### config.mk
export PLATFORM = sky130hd
export DESIGN_NAME = vdp_divider_pfd
export DESIGN_NICKNAME = d
export VERILOG_FILES = /design/src/hw/vdp_divider_pfd.v
export VERILOG_INCLUDE_DIRS = /design/src /design/src/hw
export SDC_FILE = /design/constraint.sdc
export NUM_CORES = 1
export LEC_CHECK = 0
export BUFFER_PORTS_ARGS = -buffer_cell sky130_fd_sc_hd__buf_2
export CORE_MARGIN = 8
export CORE_UTILIZATION = 50
export CTS_CLUSTER_DIAMETER = 40
export DETAILED_ROUTE_END_ITERATION = 7
export HOLD_SLACK_MARGIN = 0.1
export PLACE_DENSITY = 0.7
export SLEW_MARGIN = 0
export SYNTH_ARGS = -nofsm -noshare
export SYNTH_HDL_FRONTEND = slang
export SYNTH_SLANG_ARGS = --single-unit
### constraint.sdc
create_clock -name clk -period 2.72 [get_ports clk]
set_input_delay 0.408 -clock clk [delete_from_list [all_inputs] [get_ports clk]]
set_output_delay 0.408 -clock clk [all_outputs]
set_load 0.005 [all_outputs]
### src/hw/vdp_defs.vh
`ifndef VDP_DEFS_VH
`define VDP_DEFS_VH

// Counter widths
`define VDP_MAIN_W       10
`define VDP_SWAL_W       7
// Programming ranges
`define VDP_MAIN_MIN     10'h008
`define VDP_MAIN_MAX     10'h3ff
`define VDP_SWAL_MAX     7'h7f
// Reset values of the ratio latches
`define VDP_MAIN_RST     10'h008
`define VDP_SWAL_RST     7'h00
// Default fine window in clock cycles and ramp width in bits
`define VDP_WINDOW_DEF   4
`define VDP_RAMP_W       8
// Coarse error output levels
`define VDP_ERR_UP       1'b1
`define VDP_ERR_DOWN     1'b0

`endif

### src/hw/vdp_divider_pfd.v
// Summary of operation
// - Total division is main count times prescaler modulus plus swallow count.
// - Main ratio is 8 to 1023; loads outside that range are not supported.
// - Swallow ratio is 0 to 127 and must not exceed the main ratio.
// - A digital phase/frequency detector drives a three-state coarse error.
// - Coarse error is driven outside the fine window and released inside it.
// - The active-low lock indicator falls when coarse error is released.
// - Edges of both dividers steer a ramp sampled once per reference period.
// - Modulus select is low until swallow ends, then high until main ends.
// - Swallow is a 7-bit word and main a 10-bit word, loaded in parallel on loadStrobe.
// - A ratio load clears the phase detector flags and the fine ramp; the divider counters are not restarted.
`timescale 1ns/1ns
`default_nettype none
`include "vdp_defs.vh"

module vdp_divider_pfd #(
    parameter MAIN_W = `VDP_MAIN_W,
    parameter SWAL_W = `VDP_SWAL_W,
    parameter WINDOW = `VDP_WINDOW_DEF,
    parameter RAMP_W = `VDP_RAMP_W
)(
    input  wire              clk,
    input  wire              resetn,
    input  wire [MAIN_W-1:0] mainRatio,
    input  wire [SWAL_W-1:0] swallowRatio,
    input  wire              loadStrobe,
    input  wire              refPulse,
    output reg               modulus_select_out,
    output reg               divOut,
    output reg               coarse_error_out,
    output reg               coarseErrorOe,
    output reg               lock_indicator_n,
    output reg  [RAMP_W-1:0] fine_error_out
);

    // Ratio latches and counters
    reg  [MAIN_W-1:0] mainLatch;
    reg  [SWAL_W-1:0] swalLatch;
    reg  [MAIN_W-1:0] mainCnt;
    reg  [SWAL_W-1:0] swalCnt;
    wire              cycleEnd;
    wire              swalDone;

    // Reference input synchroniser
    reg  [2:0]        refSync;
    reg               refLevel;
    wire              refEdge;

    // Phase detector state
    reg               upFlag;
    reg               downFlag;
    reg  [RAMP_W-1:0] ramp;
    reg  [RAMP_W-1:0] errWidth;
    reg  [RAMP_W-1:0] next_errWidth;
    wire [RAMP_W-1:0] episodeWidth;

    function [RAMP_W-1:0] satInc;
        input [RAMP_W-1:0] v;
        begin
            satInc = (&v) ? v : v + {{(RAMP_W-1){1'b0}}, 1'b1};
        end
    endfunction

    assign cycleEnd = (mainCnt == {{(MAIN_W-1){1'b0}}, 1'b1});
    assign swalDone = (swalCnt == {SWAL_W{1'b0}});

    // Three-stage sync, edge counts when stages two and three agree
    assign refEdge = (refSync[2] == refSync[1]) && refSync[2] && !refLevel;

    always @(posedge clk or negedge resetn)
    begin
        if (!resetn)
        begin
            refSync  <= 3'h0;
            refLevel <= 1'b0;
        end
        else
        begin
            refSync <= {refSync[1:0], refPulse};
            if (refSync[2] == refSync[1])
                refLevel <= refSync[2];
        end
    end

    // Latch newly programmed ratios
    always @(posedge clk or negedge resetn)
    begin
        if (!resetn)
        begin
            mainLatch   <= `VDP_MAIN_RST;
            swalLatch   <= `VDP_SWAL_RST;
        end
        else if (loadStrobe)
        begin
            mainLatch   <= mainRatio;
            swalLatch   <= swallowRatio;
        end
    end

    // Dual-modulus counting: swallow phase low, main-only phase high
    always @(posedge clk or negedge resetn)
    begin
        if (!resetn)
        begin
            mainCnt            <= `VDP_MAIN_RST;
            swalCnt            <= `VDP_SWAL_RST;
            modulus_select_out <= 1'b0;
            divOut             <= 1'b0;
        end
        else if (cycleEnd)
        begin
            mainCnt            <= mainLatch;
            swalCnt            <= swalLatch;
            modulus_select_out <= (swalLatch == {SWAL_W{1'b0}});
            divOut             <= 1'b1;
        end
        else
        begin
            mainCnt <= mainCnt - {{(MAIN_W-1){1'b0}}, 1'b1};
            divOut  <= 1'b0;
            if (!swalDone)
                swalCnt <= swalCnt - {{(SWAL_W-1){1'b0}}, 1'b1};
            modulus_select_out <= (swalCnt <= {{(SWAL_W-1){1'b0}}, 1'b1});
        end
    end

    // Phase/frequency detector, cleared on ratio load
    always @(posedge clk or negedge resetn)
    begin
        if (!resetn)
        begin
            upFlag   <= 1'b0;
            downFlag <= 1'b0;
        end
        else if (loadStrobe)
        begin
            upFlag   <= 1'b0;
            downFlag <= 1'b0;
        end
        else
        begin
            if ((upFlag || refEdge) && (downFlag || cycleEnd))
            begin
                upFlag   <= 1'b0;
                downFlag <= 1'b0;
            end
            else
            begin
                upFlag   <= upFlag | refEdge;
                downFlag <= downFlag | cycleEnd;
            end
        end
    end

    // Width of the episode that ends at this edge
    assign episodeWidth = (upFlag || downFlag) ? next_errWidth : errWidth;

    // Episode width, cleared when a detector episode opens
    always @*
    begin
        next_errWidth = errWidth;
        if (!(upFlag || downFlag) && (refEdge || cycleEnd))
            next_errWidth = {RAMP_W{1'b0}};
        else if (upFlag || downFlag)
            next_errWidth = satInc(errWidth);
    end

    always @(posedge clk or negedge resetn)
    begin
        if (!resetn)
            errWidth <= {RAMP_W{1'b0}};
        else
            errWidth <= next_errWidth;
    end

    // Fine ramp restarts on each divider pulse, sampled on reference edge
    always @(posedge clk or negedge resetn)
    begin
        if (!resetn)
        begin
            ramp           <= {RAMP_W{1'b0}};
            fine_error_out <= {1'b1, {(RAMP_W-1){1'b0}}};
        end
        else
        begin
            if (cycleEnd || loadStrobe)
                ramp <= {RAMP_W{1'b0}};
            else
                ramp <= satInc(ramp);
            if (refEdge)
                fine_error_out <= ramp;
        end
    end

    // Coarse direction holds the last pump request
    always @(posedge clk or negedge resetn)
    begin
        if (!resetn)
            coarse_error_out <= `VDP_ERR_DOWN;
        else if (upFlag)
            coarse_error_out <= `VDP_ERR_UP;
        else if (downFlag)
            coarse_error_out <= `VDP_ERR_DOWN;
    end

    // Drive and lock follow the width of the last episode
    always @(posedge clk or negedge resetn)
    begin
        if (!resetn)
        begin
            coarseErrorOe    <= 1'b1;
            lock_indicator_n <= 1'b1;
        end
        else if (errWidth > WINDOW[RAMP_W-1:0])
        begin
            coarseErrorOe    <= 1'b1;
            lock_indicator_n <= 1'b1;
        end
        else if (refEdge && (episodeWidth <= WINDOW[RAMP_W-1:0]))
        begin
            coarseErrorOe    <= 1'b0;
            lock_indicator_n <= 1'b0;
        end
    end

endmodule
`default_nettype wire
==> out/results.txt, run 1 <==
status: finished clean
syn nets: 338
clock skew: 0.00838 ns
mean post-synth cell area: 10.2 sq um
port buffer count: 33
flop-to-flop setup slack: 0.18 ns
RSZ-0062 raised after global routing: no
final period utilization: 0.933
Post-synth EDFFs: 0
total grt overflow: 0
Netlist Area Pre-Place: 0.00316 sq mm
Post-Route Utilization: 0.581
antenna violations before repair: 0
Clock transition at path regs: 0.07 ns
clock root cell: clkbuf_8
DRC Markers: 0
Die Span X: 95.6 microns
Clock Tree Buf Depth: 2
fmax: 0.394 GHz
endpoints failing hold: 0
largest net degree at the start of global routing: 44
WS Path Type: reg -> reg
fin nets: 375
later-pin clock latency in the skew report: 0.34 ns
slew margin rel.: 0.470
# rows: 29
DRT Pass-1 Iters: 4
Worst IR Drop VDD: 0.389 mV
number of top-level pins: 34
vias per cell: 5.29
Yosys warning total: 0
commonest non-fill, non-tap cell in the layout: dfrtp_1
Tightest Hold Check Type: in -> reg
Critical Path AT: 2.80 ns
Main synth FF type: dfrtp_1
crit path time final: 2.54 ns
first-pass GRT wire length: 10,700 microns
footprint of the multi-input gates: 0.00136 sq mm
Routed Antenna Nets: 0
Initial Utilization: 0.507
Startpoint Class: register
GRT Resource Usage Total: 0.147
Synth Instances: 309
worst path required time: 2.98 ns
die footprint: 0.00913 sq mm
violation count after the first detailed-route iteration: 30
commonest cells after routing, fill and taps aside: 64 x dfrtp_1, 46 x nand2_1, 36 x nor2_1
CTS Sinks: 68
Fillers: 550
Inserted Clock Buffers: 9
DR WL/cell: 14.1 microns
DPL Wire Length: 4210 microns
Die Ht: 95.6 microns
post-synthesis register bit count: 68
Slew @ Worst Pin: 0.789 ns
pwr/cell area: 618 mW/mm^2
# setup viols final: 0
CTS H-tree lvls: 3
final hold slack: 0.173 ns
via count: 2,265
Slew Limit Fails: 0
Ant. Diodes: 0
area grow syn2layout: 14.7%
final wirelength: 6050 microns
Max Cap Viol: 0
Routability Congestion: 0.802
Leakage Power: 1.65 nW
core box area: 0.00624 sq mm
Tot Pwr: 0.00224 W
fraction of layout cells with a size suffix above 1: 0.225
Worst setup EP type: register
Crit Path Max Fanout: 9
Seq/Total Area, Yosys: 0.539
CTS tree: built
vias in the first global route: 2,403
FF+latch area: 0.00171 sq mm
number of distinct library cells after synthesis: 44
final setup TNS: 0 ns
Post-synth ARST share: 1.00
[registers in the layout, summed over array words and instances (netlist names), 3 cells and up]
register / cells
errWidth: 8
swalLatch: 7
ramp: 8
mainCnt: 10
fine_error_out: 8
refSync: 3
mainLatch: 10
swalCnt: 7
[cell usage after synthesis (2+ instances only)]
cell | number | share of area
dfrtp_1 | 64 | 0.51
clkbuf_1 | 3 | 0.0036
ha_1 | 8 | 0.032
nand2_1 | 46 | 0.055
o21ai_0 | 14 | 0.022
nor4_1 | 2 | 0.0040
nand2b_1 | 6 | 0.012
xor2_1 | 3 | 0.0083
mux2_2 | 20 | 0.071
or4_1 | 3 | 0.0071
dfstp_2 | 4 | 0.033
o22ai_1 | 2 | 0.0040
nor3b_1 | 2 | 0.0047
nor3_1 | 13 | 0.021
buf_2 | 3 | 0.0047
a31oi_1 | 3 | 0.0059
inv_1 | 10 | 0.012
buf_4 | 3 | 0.0071
o31ai_1 | 5 | 0.012
nand4_1 | 2 | 0.0040
nand3_1 | 7 | 0.011
mux2i_1 | 4 | 0.013
nor2b_1 | 3 | 0.0059
xnor2_1 | 9 | 0.025
a21oi_1 | 14 | 0.022
or3_1 | 2 | 0.0040
nor2_1 | 36 | 0.043
buf_1 | 2 | 0.0024
[critical path, stage by stage, from the launching register on]
cell,delay [ns]
dfrtp_1,0.39
inv_1,0.10
ha_1,0.17
or4b_4,0.50
or4_1,0.58
buf_4,0.24
a21oi_4,0.25
nand3b_1,0.15
a31oi_1,0.08
[path summary, 6_finish.rpt]
| path | to | start | cells after the start |
|---|---|---|---|
| worst max-delay path | coarseErrorOe | mainCnt[1] | 8 |
| worst min-delay path | refSync[0] | refPulse | 1 |
| worst max register to register | coarseErrorOe | mainCnt[1] | 8 |
| worst min register to register | refSync[1] | refSync[0] | 0 |
| max in group asynchronous | mainCnt[3] | resetn | 3 |
| min in group asynchronous | refLevel | resetn | 2 |
[routing by layer]
| layer | GRT usage | part of all wire | up-vias |
|---|---|---|---|
| met1 | 0.185 | 0.49 | 1073 |
| met4 | 0.0640 | 0.018 | 0 |
| met2 | 0.234 | 0.45 | 45 |
| li1 | - | - | 1137 |
| met5 | 0 | 0 | - |
| met3 | 0.0378 | 0.048 | 10 |
[stage by stage]
step	std cells	setup WS (ns)	instance area (sq um)
floorplan	309	0.649	3160
global placement	411	0.320	3400
detailed placement	411	0.169	3400
CTS	428	0.154	3630
global route	428	0.0500	3630
finish	428	0.181	3630
[layout make-up]
cell class / instances / area share
well taps: 77 / 0.0266
clock inverters: 3 / 0.0124
flip-flops and latches: 68 / 0.470
inverters: 11 / 0.0114
repair buffers: 37 / 0.0579
clock buffers: 13 / 0.0466
multi-input cells: 219 / 0.375
[cells by family after synthesis]
logic type / synth area share
compound gates: 0.0921
xor+xnor: 0.0332
fa+ha+maj: 0.0316
buf+inv: 0.0308
flops: 0.539
mux: 0.0838
simple gates: 0.189
[report_power, final]
part	switching (W)	leakage (nW)	internal, W
clock network	0.000380	0.102	0.000499
registers	0.0000578	0.836	0.00108
logic	0.000121	0.715	0.000108
[what timing repair did]
item / 4_1_cts / 5_1_grt
endpoints found under the hold margin: 23 / 0
setup buffers: 0 / 0
resized for setup: 0 / 0
hold buffers: 1 / 0
(Power assumes the default switching activity.)
==> inputs of run 2 (changes only) <==
clock period = 3.2 ns   (was 2.72 ns; I/O delays follow)
==> run 2 against run 1 <==
Clock skew up 0.00092 ns; critical path type unchanged; largest cell class unchanged; cell area down 1.2%; clock-buffer cell count down 1.
==> out/results.txt, run 2 (synthesized netlist as in run 1, its figures left out) <==
status: finished clean (unchanged)
CTS Sinks: 68 (unchanged)
Ant. Diodes: 0 (unchanged)
Initial Utilization: 0.507 (unchanged)
Worst IR Drop VDD: 0.335 mV (was 0.389 mV)
violation count after the first detailed-route iteration: 80 (was 30)
antenna violations before repair: 0 (unchanged)
Routability Congestion: 0.814 (was 0.802)
DPL Wire Length: 4160 microns (was 4210 microns)
area grow syn2layout: 13.3% (was 14.7%)
largest net degree at the start of global routing: 36 (was 44)
Leakage Power: 1.63 nW (was 1.65 nW)
Tot Pwr: 0.00186 W (was 0.00224 W)
Clock transition at path regs: 0.08 ns (was 0.07 ns)
commonest non-fill, non-tap cell in the layout: dfrtp_1 (unchanged)
die footprint: 0.00913 sq mm (unchanged)
Finished Cell Area: 0.00358 sq mm (was 0.00363 sq mm)
CTS H-tree lvls: 3 (unchanged)
Crit Path Max Fanout: 22 (was 9)
clock root cell: clkbuf_8 (unchanged)
Top Family by Delay on Critical Path: simple AND/OR/NAND/NOR gates (unchanged)
Regs by FF count: mainCnt: 10 flops, mainLatch: 10 flops (unchanged)
vias in the first global route: 2,249 (was 2,403)
pwr/cell area: 518 mW/mm^2 (was 618 mW/mm^2)
# setup viols final: 0 (unchanged)
WS Path Type: reg -> reg (unchanged)
DRT Pass-1 Iters: 4 (unchanged)
fmax: 0.392 GHz (was 0.394 GHz)
Slew Limit Fails: 0 (unchanged)
Routed Antenna Nets: 0 (unchanged)
core box area: 0.00624 sq mm (unchanged)
slew margin rel.: 0.383 (was 0.470)
Tightest Hold Check Type: in -> async (was in -> reg)
first-pass GRT wire length: 10,300 microns (was 10,700 microns)
Setup Fix Bufs, Post-CTS: 0 (unchanged)
# hold bufs at CTS: 0 (was 1)
worst path required time: 3.44 ns (was 2.98 ns)
DR WL/cell: 14.1 microns (about the same)
fraction of layout cells with a size suffix above 1: 0.218 (was 0.225)
clock skew: 0.00930 ns (was 0.00838 ns)
number of buffers and inverters on the critical path: 2 (unchanged)
Max stage delay on crit path: 0.73 ns (was 0.58 ns)
Slowest-stage cell, CP: or4_1 (unchanged)
total grt overflow: 0 (unchanged)
RSZ-0062 raised after global routing: no (unchanged)
Die Ht: 95.6 microns (unchanged)
Slew @ Worst Pin: 0.923 ns (was 0.789 ns)
port buffer count: 33 (unchanged)
later-pin clock latency in the skew report: 0.34 ns (about the same)
flop-to-flop setup slack: 0.65 ns (was 0.18 ns)
via count: 2,255 (was 2,265)
crit path time final: 2.55 ns (was 2.54 ns)
post-cts resize count: 0 (unchanged)
Die Span X: 95.6 microns (unchanged)
final wirelength: 5980 microns (was 6050 microns)
vias per cell: 5.31 (was 5.29)
final setup TNS: 0 ns (unchanged)
# rows: 29 (unchanged)
CP cell instances: inv_1 > ha_1 > or4b_4 > or4_1 > inv_2 > nand3_1 > o31ai_1 (was inv_1 > ha_1 > or4b_4 > or4_1 > buf_4 > a21oi_4 > nand3b_1 > a31oi_1)
endpoints failing hold: 0 (unchanged)
CTS tree: built (unchanged)
GRT Resource Usage Total: 0.145 (was 0.147)
Inserted Clock Buffers: 9 (unchanged)
DP Area: 0.00339 sq mm (was 0.00340 sq mm)
Startpoint Class: register (unchanged)
Clock Tree Buf Depth: 2 (unchanged)
Max Cap Viol: 0 (unchanged)
commonest cells after routing, fill and taps aside: 64 x dfrtp_1, 46 x nand2_1, 36 x nor2_1 (unchanged)
fin nets: 372 (was 375)
DRC Markers: 0 (unchanged)
Critical Path AT: 2.80 ns (about the same)
Worst setup EP type: register (unchanged)
Post-Route Utilization: 0.574 (was 0.581)
final period utilization: 0.798 (was 0.933)
number of top-level pins: 34 (unchanged)
run 2: final timing paths:
| path | start | to | cells past startpoint |
|---|---|---|---|
| max | mainCnt[1] | modulus_select_out | 7 |
| min in group clk | refPulse | refSync[0] | 1 |
| max reg2reg | mainCnt[1] | modulus_select_out | 7 |
| max in group asynchronous | resetn | mainCnt[3] | 2 |
| min reg2reg | refSync[0] | refSync[1] | 0 |
| min | resetn | fine_error_out[3] | 1 |
run 2: where the power goes:
group | internal (W) | total, W | switching, W | leakage (nW)
logic | 0.0000900 | 0.000195 | 0.000105 | 0.701
clock network | 0.000380 | 0.000695 | 0.000315 | 0.0926
registers | 0.000916 | 0.000966 | 0.0000495 | 0.836
run 2: per-stage QoR:
step | hold WS, ns | instances | worst slack (ns)
after floorplan | 0.184 | 309 | 1.13
after global placement | 0.337 | 409 | 0.773
after detailed placement | 0.342 | 409 | 0.665
after CTS | 0.225 | 425 | 0.629
after global routing | 0.232 | 425 | 0.514
final | 0.215 | 425 | 0.648
run 2: layout make-up:
cell class              instances  area [sq um]
repair buffers                 34           185
fillers                       563          2660
well taps                      77          96.3
flip-flops and latches         68          1710
inverters                      11          41.3
multi-input cells             219          1360
clock buffers                  12           145
clock inverters                 4          50.0
run 2: per-layer routing:
layer  part of all wire  vias up  track usage
met5                  0        -            0
met4              0.017        0       0.0691
met3              0.062       13       0.0449
met2               0.45       49        0.222
met1               0.47     1059        0.183
li1                   -     1134            -
==> inputs of run 3 (changes only) <==
ABC_AREA = 1   (was unset)
PLACE_DENSITY = 0.72   (was 0.7)
clock period = 2.24 ns   (was 3.2 ns; I/O delays follow)
==> run 3 against run 2 <==
Setup slack lost 0.20 ns; sequential share of layout area is 2.0 points lower; power grew 54%; synthesized cell count grew 22%; cell area grew 4.4%; die area increased by 2.0%; fmax rose by 42%; routed wire length is 6.8% higher; critical path type unchanged; largest cell class unchanged; largest power group unchanged.
==> out/results.txt, run 3 <==
reg2reg end: coarseErrorOe (was modulus_select_out)
die footprint: 0.00931 sq mm (was 0.00913 sq mm)
GRT Resource Usage Total: 0.153 (was 0.145)
crit path time final: 1.79 ns (was 2.55 ns)
CTS tree: built (unchanged)
switching share of power: 0.258 (was 0.253)
mux cell area share after synthesis: 0.0208 (was 0.0838)
commonest non-fill, non-tap cell in the layout: nand2_1 (was dfrtp_1)
Slew Limit Fails: 0 (unchanged)
DPL Wire Length: 4510 microns (was 4160 microns)
clock root cell: clkbuf_8 (unchanged)
Die Ht: 96.5 microns (was 95.6 microns)
core box area: 0.00631 sq mm (was 0.00624 sq mm)
Compound-Gate Fraction of Synth Area: 0.112 (was 0.0921)
most common cell in the netlist: nand2_1 (was dfrtp_1)
Synth Instances: 376 (was 309)
pwr/cell area: 762 mW/mm^2 (was 518 mW/mm^2)
worst path required time: 2.51 ns (was 3.44 ns)
vias per cell: 5.07 (was 5.31)
Synth top area share: 0.494 (was 0.506)
Initial Utilization: 0.513 (was 0.507)
total grt overflow: 0 (unchanged)
post-synthesis register bit count: 68 (unchanged)
combinational share of power: 0.122 (was 0.105)
syn nets: 405 (was 338)
Routability Congestion: 0.950 (was 0.814)
status: finished clean (unchanged)
Slowest-stage cell, CP: dfrtp_1 (was or4_1)
Hold Path Stages: 3
post-synth top area cell: dfrtp_1 (unchanged)
vias in the first global route: 2,554 (was 2,249)
Yosys warning total: 0 (unchanged)
fin nets: 446 (was 372)
DR WL/cell: 12.8 microns (was 14.1 microns)
final setup TNS: 0 ns (unchanged)
Synth top cells by count: 84 x nand2_1, 64 x dfrtp_1, 54 x inv_1, 33 x nor2_1, 33 x o21ai_0 (was 64 x dfrtp_1, 46 x nand2_1, 36 x nor2_1, 20 x mux2_2)
endpoints failing hold: 0 (unchanged)
Seq/Total Area, Yosys: 0.527 (was 0.539)
Slew @ Worst Pin: 0.504 ns (was 0.923 ns)
Tightest Hold Check Type: in -> reg (was in -> async)
number of buffers and inverters on the critical path: 0 (was 2)
CTS Sinks: 68 (unchanged)
Post-synth ARST share: 1.00 (unchanged)
CTS H-tree lvls: 3 (unchanged)
fmax: 0.557 GHz (was 0.392 GHz)
flop-to-flop setup slack: 0.45 ns (was 0.65 ns)
XOR/XNOR Fraction of Synth Area: 0.00811 (was 0.0332)
number of top-level pins: 34 (unchanged)
switching pwr: 0.000736 W (was 0.000469 W)
Leakage Power: 1.90 nW (was 1.63 nW)
commonest cells after routing, fill and taps aside: 84 x nand2_1, 64 x dfrtp_1, 54 x inv_1 (was 64 x dfrtp_1, 46 x nand2_1, 36 x nor2_1)
largest family of logic cells by synthesized area: simple AND/OR/NAND/NOR gates (unchanged)
final period utilization: 0.801 (was 0.798)
Crit Path Max Fanout: 5 (was 22)
Area contributors post-synth: dfrtp_1 49%, nand2_1 9.7%, inv_1 6.3% (was dfrtp_1 51%, mux2_2 7.1%, nand2_1 5.5%)
number of distinct library cells after synthesis: 36 (was 44)
mean post-synth cell area: 8.62 sq um (was 10.2 sq um)
Clock Tree Buf Depth: 2 (unchanged)
Routed Antenna Nets: 0 (unchanged)
simple-gate share of the synthesized area: 0.226 (was 0.189)
Fillers: 580 (was 563)
Tot Pwr: 0.00285 W (was 0.00186 W)
Worst setup EP type: register (unchanged)
Startpoint Class: register (unchanged)
RSZ-0062 raised after global routing: no (unchanged)
beginning of the worst hold path: swallowRatio[3]
WS Path Type: reg -> reg (unchanged)
Regs by FF count: mainCnt: 10 flops, mainLatch: 10 flops (unchanged)
Clock transition at path regs: 0.08 ns (about the same)
slew margin rel.: 0.664 (was 0.383)
Most common cell on crit path: nand2_1
antenna violations before repair: 0 (unchanged)
FF-to-FF path depth: 12 (was 7)
fraction of layout cells with a size suffix above 1: 0.175 (was 0.218)
internal power: 0.00211 W (was 0.00139 W)
R2R Path Start: errWidth[1] (was mainCnt[1])
final wirelength: 6390 microns (was 5980 microns)
part of the power in the clock network: 0.394 (was 0.375)
Worst IR Drop VDD: 0.447 mV (was 0.335 mV)
clock skew: 0.0140 ns (was 0.00930 ns)
area grow syn2layout: 15.5% (was 13.3%)
Post-Route Utilization: 0.593 (was 0.574)
violation count after the first detailed-route iteration: 118 (was 80)
Main synth FF type: dfrtp_1 (unchanged)
# setup viols final: 0 (unchanged)
Max Cap Viol: 0 (unchanged)
largest net degree at the start of global routing: 69 (was 36)
Critical Path AT: 2.06 ns (was 2.80 ns)
first-pass GRT wire length: 11,200 microns (was 10,300 microns)
Die Span X: 96.5 microns (was 95.6 microns)
Sequential Power Share: 0.484 (was 0.520)
via count: 2,530 (was 2,255)
Synth Area in Adders: 0.0309 (was 0.0316)
DRC Markers: 0 (unchanged)
Place WS: 0.486 ns (was 0.665 ns)
Inserted Clock Buffers: 9 (unchanged)
Netlist Area Pre-Place: 0.00324 sq mm (was 0.00316 sq mm)
Max stage delay on crit path: 0.42 ns (was 0.73 ns)
Ant. Diodes: 0 (unchanged)
Setup Fix Bufs, Post-CTS: 0 (unchanged)
DRT Pass-1 Iters: 4 (unchanged)
final setup margin: 0.446 ns (was 0.648 ns)
port buffer count: 33 (unchanged)
CP cell instances: ha_1 > nand2_2 > nor2_2 > nand2_1 > nand2_1 > nand2_1 > nand2_1 > nand2_1 > nor2_1 > o21ai_1 > nor2_1 > o21bai_1 (was inv_1 > ha_1 > or4b_4 > or4_1 > inv_2 > nand3_1 > o31ai_1)
# rows: 29 (unchanged)
worst-case hold path end point: swalLatch[3]
later-pin clock latency in the skew report: 0.34 ns (about the same)
Post-synth EDFFs: 0 (unchanged)
Top Family by Delay on Critical Path: simple AND/OR/NAND/NOR gates (unchanged)
run 3: cell types whose count changed after synthesis, moves of 8 or more:
cell,before,now
nand3_1,7,22
mux2_2,20,6
nand2_1,46,84
xnor2_1,9,1
o21ai_0,14,33
nor3_1,13,3
inv_1,10,54
run 3: worst max path at each step:
stage / startpoint / to / slack [ns] / cells past startpoint
final: errWidth[1] / coarseErrorOe / 0.45 / 12
after detailed placement: mainCnt[6] / ramp[0] / 0.49 / 9
after floorplan: swalCnt[0] / swalCnt[5] / 0.73 / 11
after global routing: mainCnt[6] / ramp[1] / 0.21 / 9
after CTS: mainCnt[6] / ramp[0] / 0.46 / 9
after global placement: mainCnt[6] / ramp[1] / 0.54 / 9
run 3: cell type report:
type	instances	area [sq um]	share of cell area
flip-flops and latches	68	1710	0.456
repair buffers	37	213	0.0568
clock buffers	10	138	0.0368
inverters	57	214	0.0572
well taps	77	96.3	0.0257
multi-input cells	244	1290	0.344
clock inverters	6	87.6	0.0234
run 3: routing by layer:
metal | GRT usage | wire length (microns) | vias to the layer above
met3 | 0.0371 | 260 | 7
met1 | 0.193 | 3030 | 1181
li1 | - | - | 1302
met2 | 0.239 | 3010 | 40
met5 | 0 | 0 | -
met4 | 0.0794 | 88 | 0
run 3: timing repair:
item                                    CTS  global route
endpoints found under the hold margin    65             0
endpoints found under the setup margin    0             0
resized for setup                         0             0
hold buffers                              2             0
run 3: worst min-delay path, stage by stage:
cell and delay (ns):
buf_2 0.07, nand2_1 0.04, o21ai_0 0.05
run 3: cells by family after synthesis:
family / after synthesis
simple gates: 164
flops: 68
buf+inv: 64
compound gates: 63
fa+ha+maj: 8
mux: 6
xor+xnor: 3
run 3: metrics by stage:
step           instances  cell area, sq um  hold slack (ns)
3_3_place_gp         481              3500            0.332
5_1_grt              499              3740            0.206
6_report             499              3740            0.197
3_5_place_dp         481              3500            0.336
4_1_cts              499              3740            0.188
2_1_floorplan        376              3240           0.0404
run 3: power groups by stage:
stage / Clock [W] / Combinational (W) / Sequential [W]
after global placement: 0 / 0.000333 / 0.00140
after global routing: 0.00120 / 0.000403 / 0.00139
after CTS: 0.00115 / 0.000352 / 0.00138
after detailed placement: 0 / 0.000344 / 0.00140
final: 0.00112 / 0.000346 / 0.00138
after floorplan: 0 / 0.000230 / 0.00139
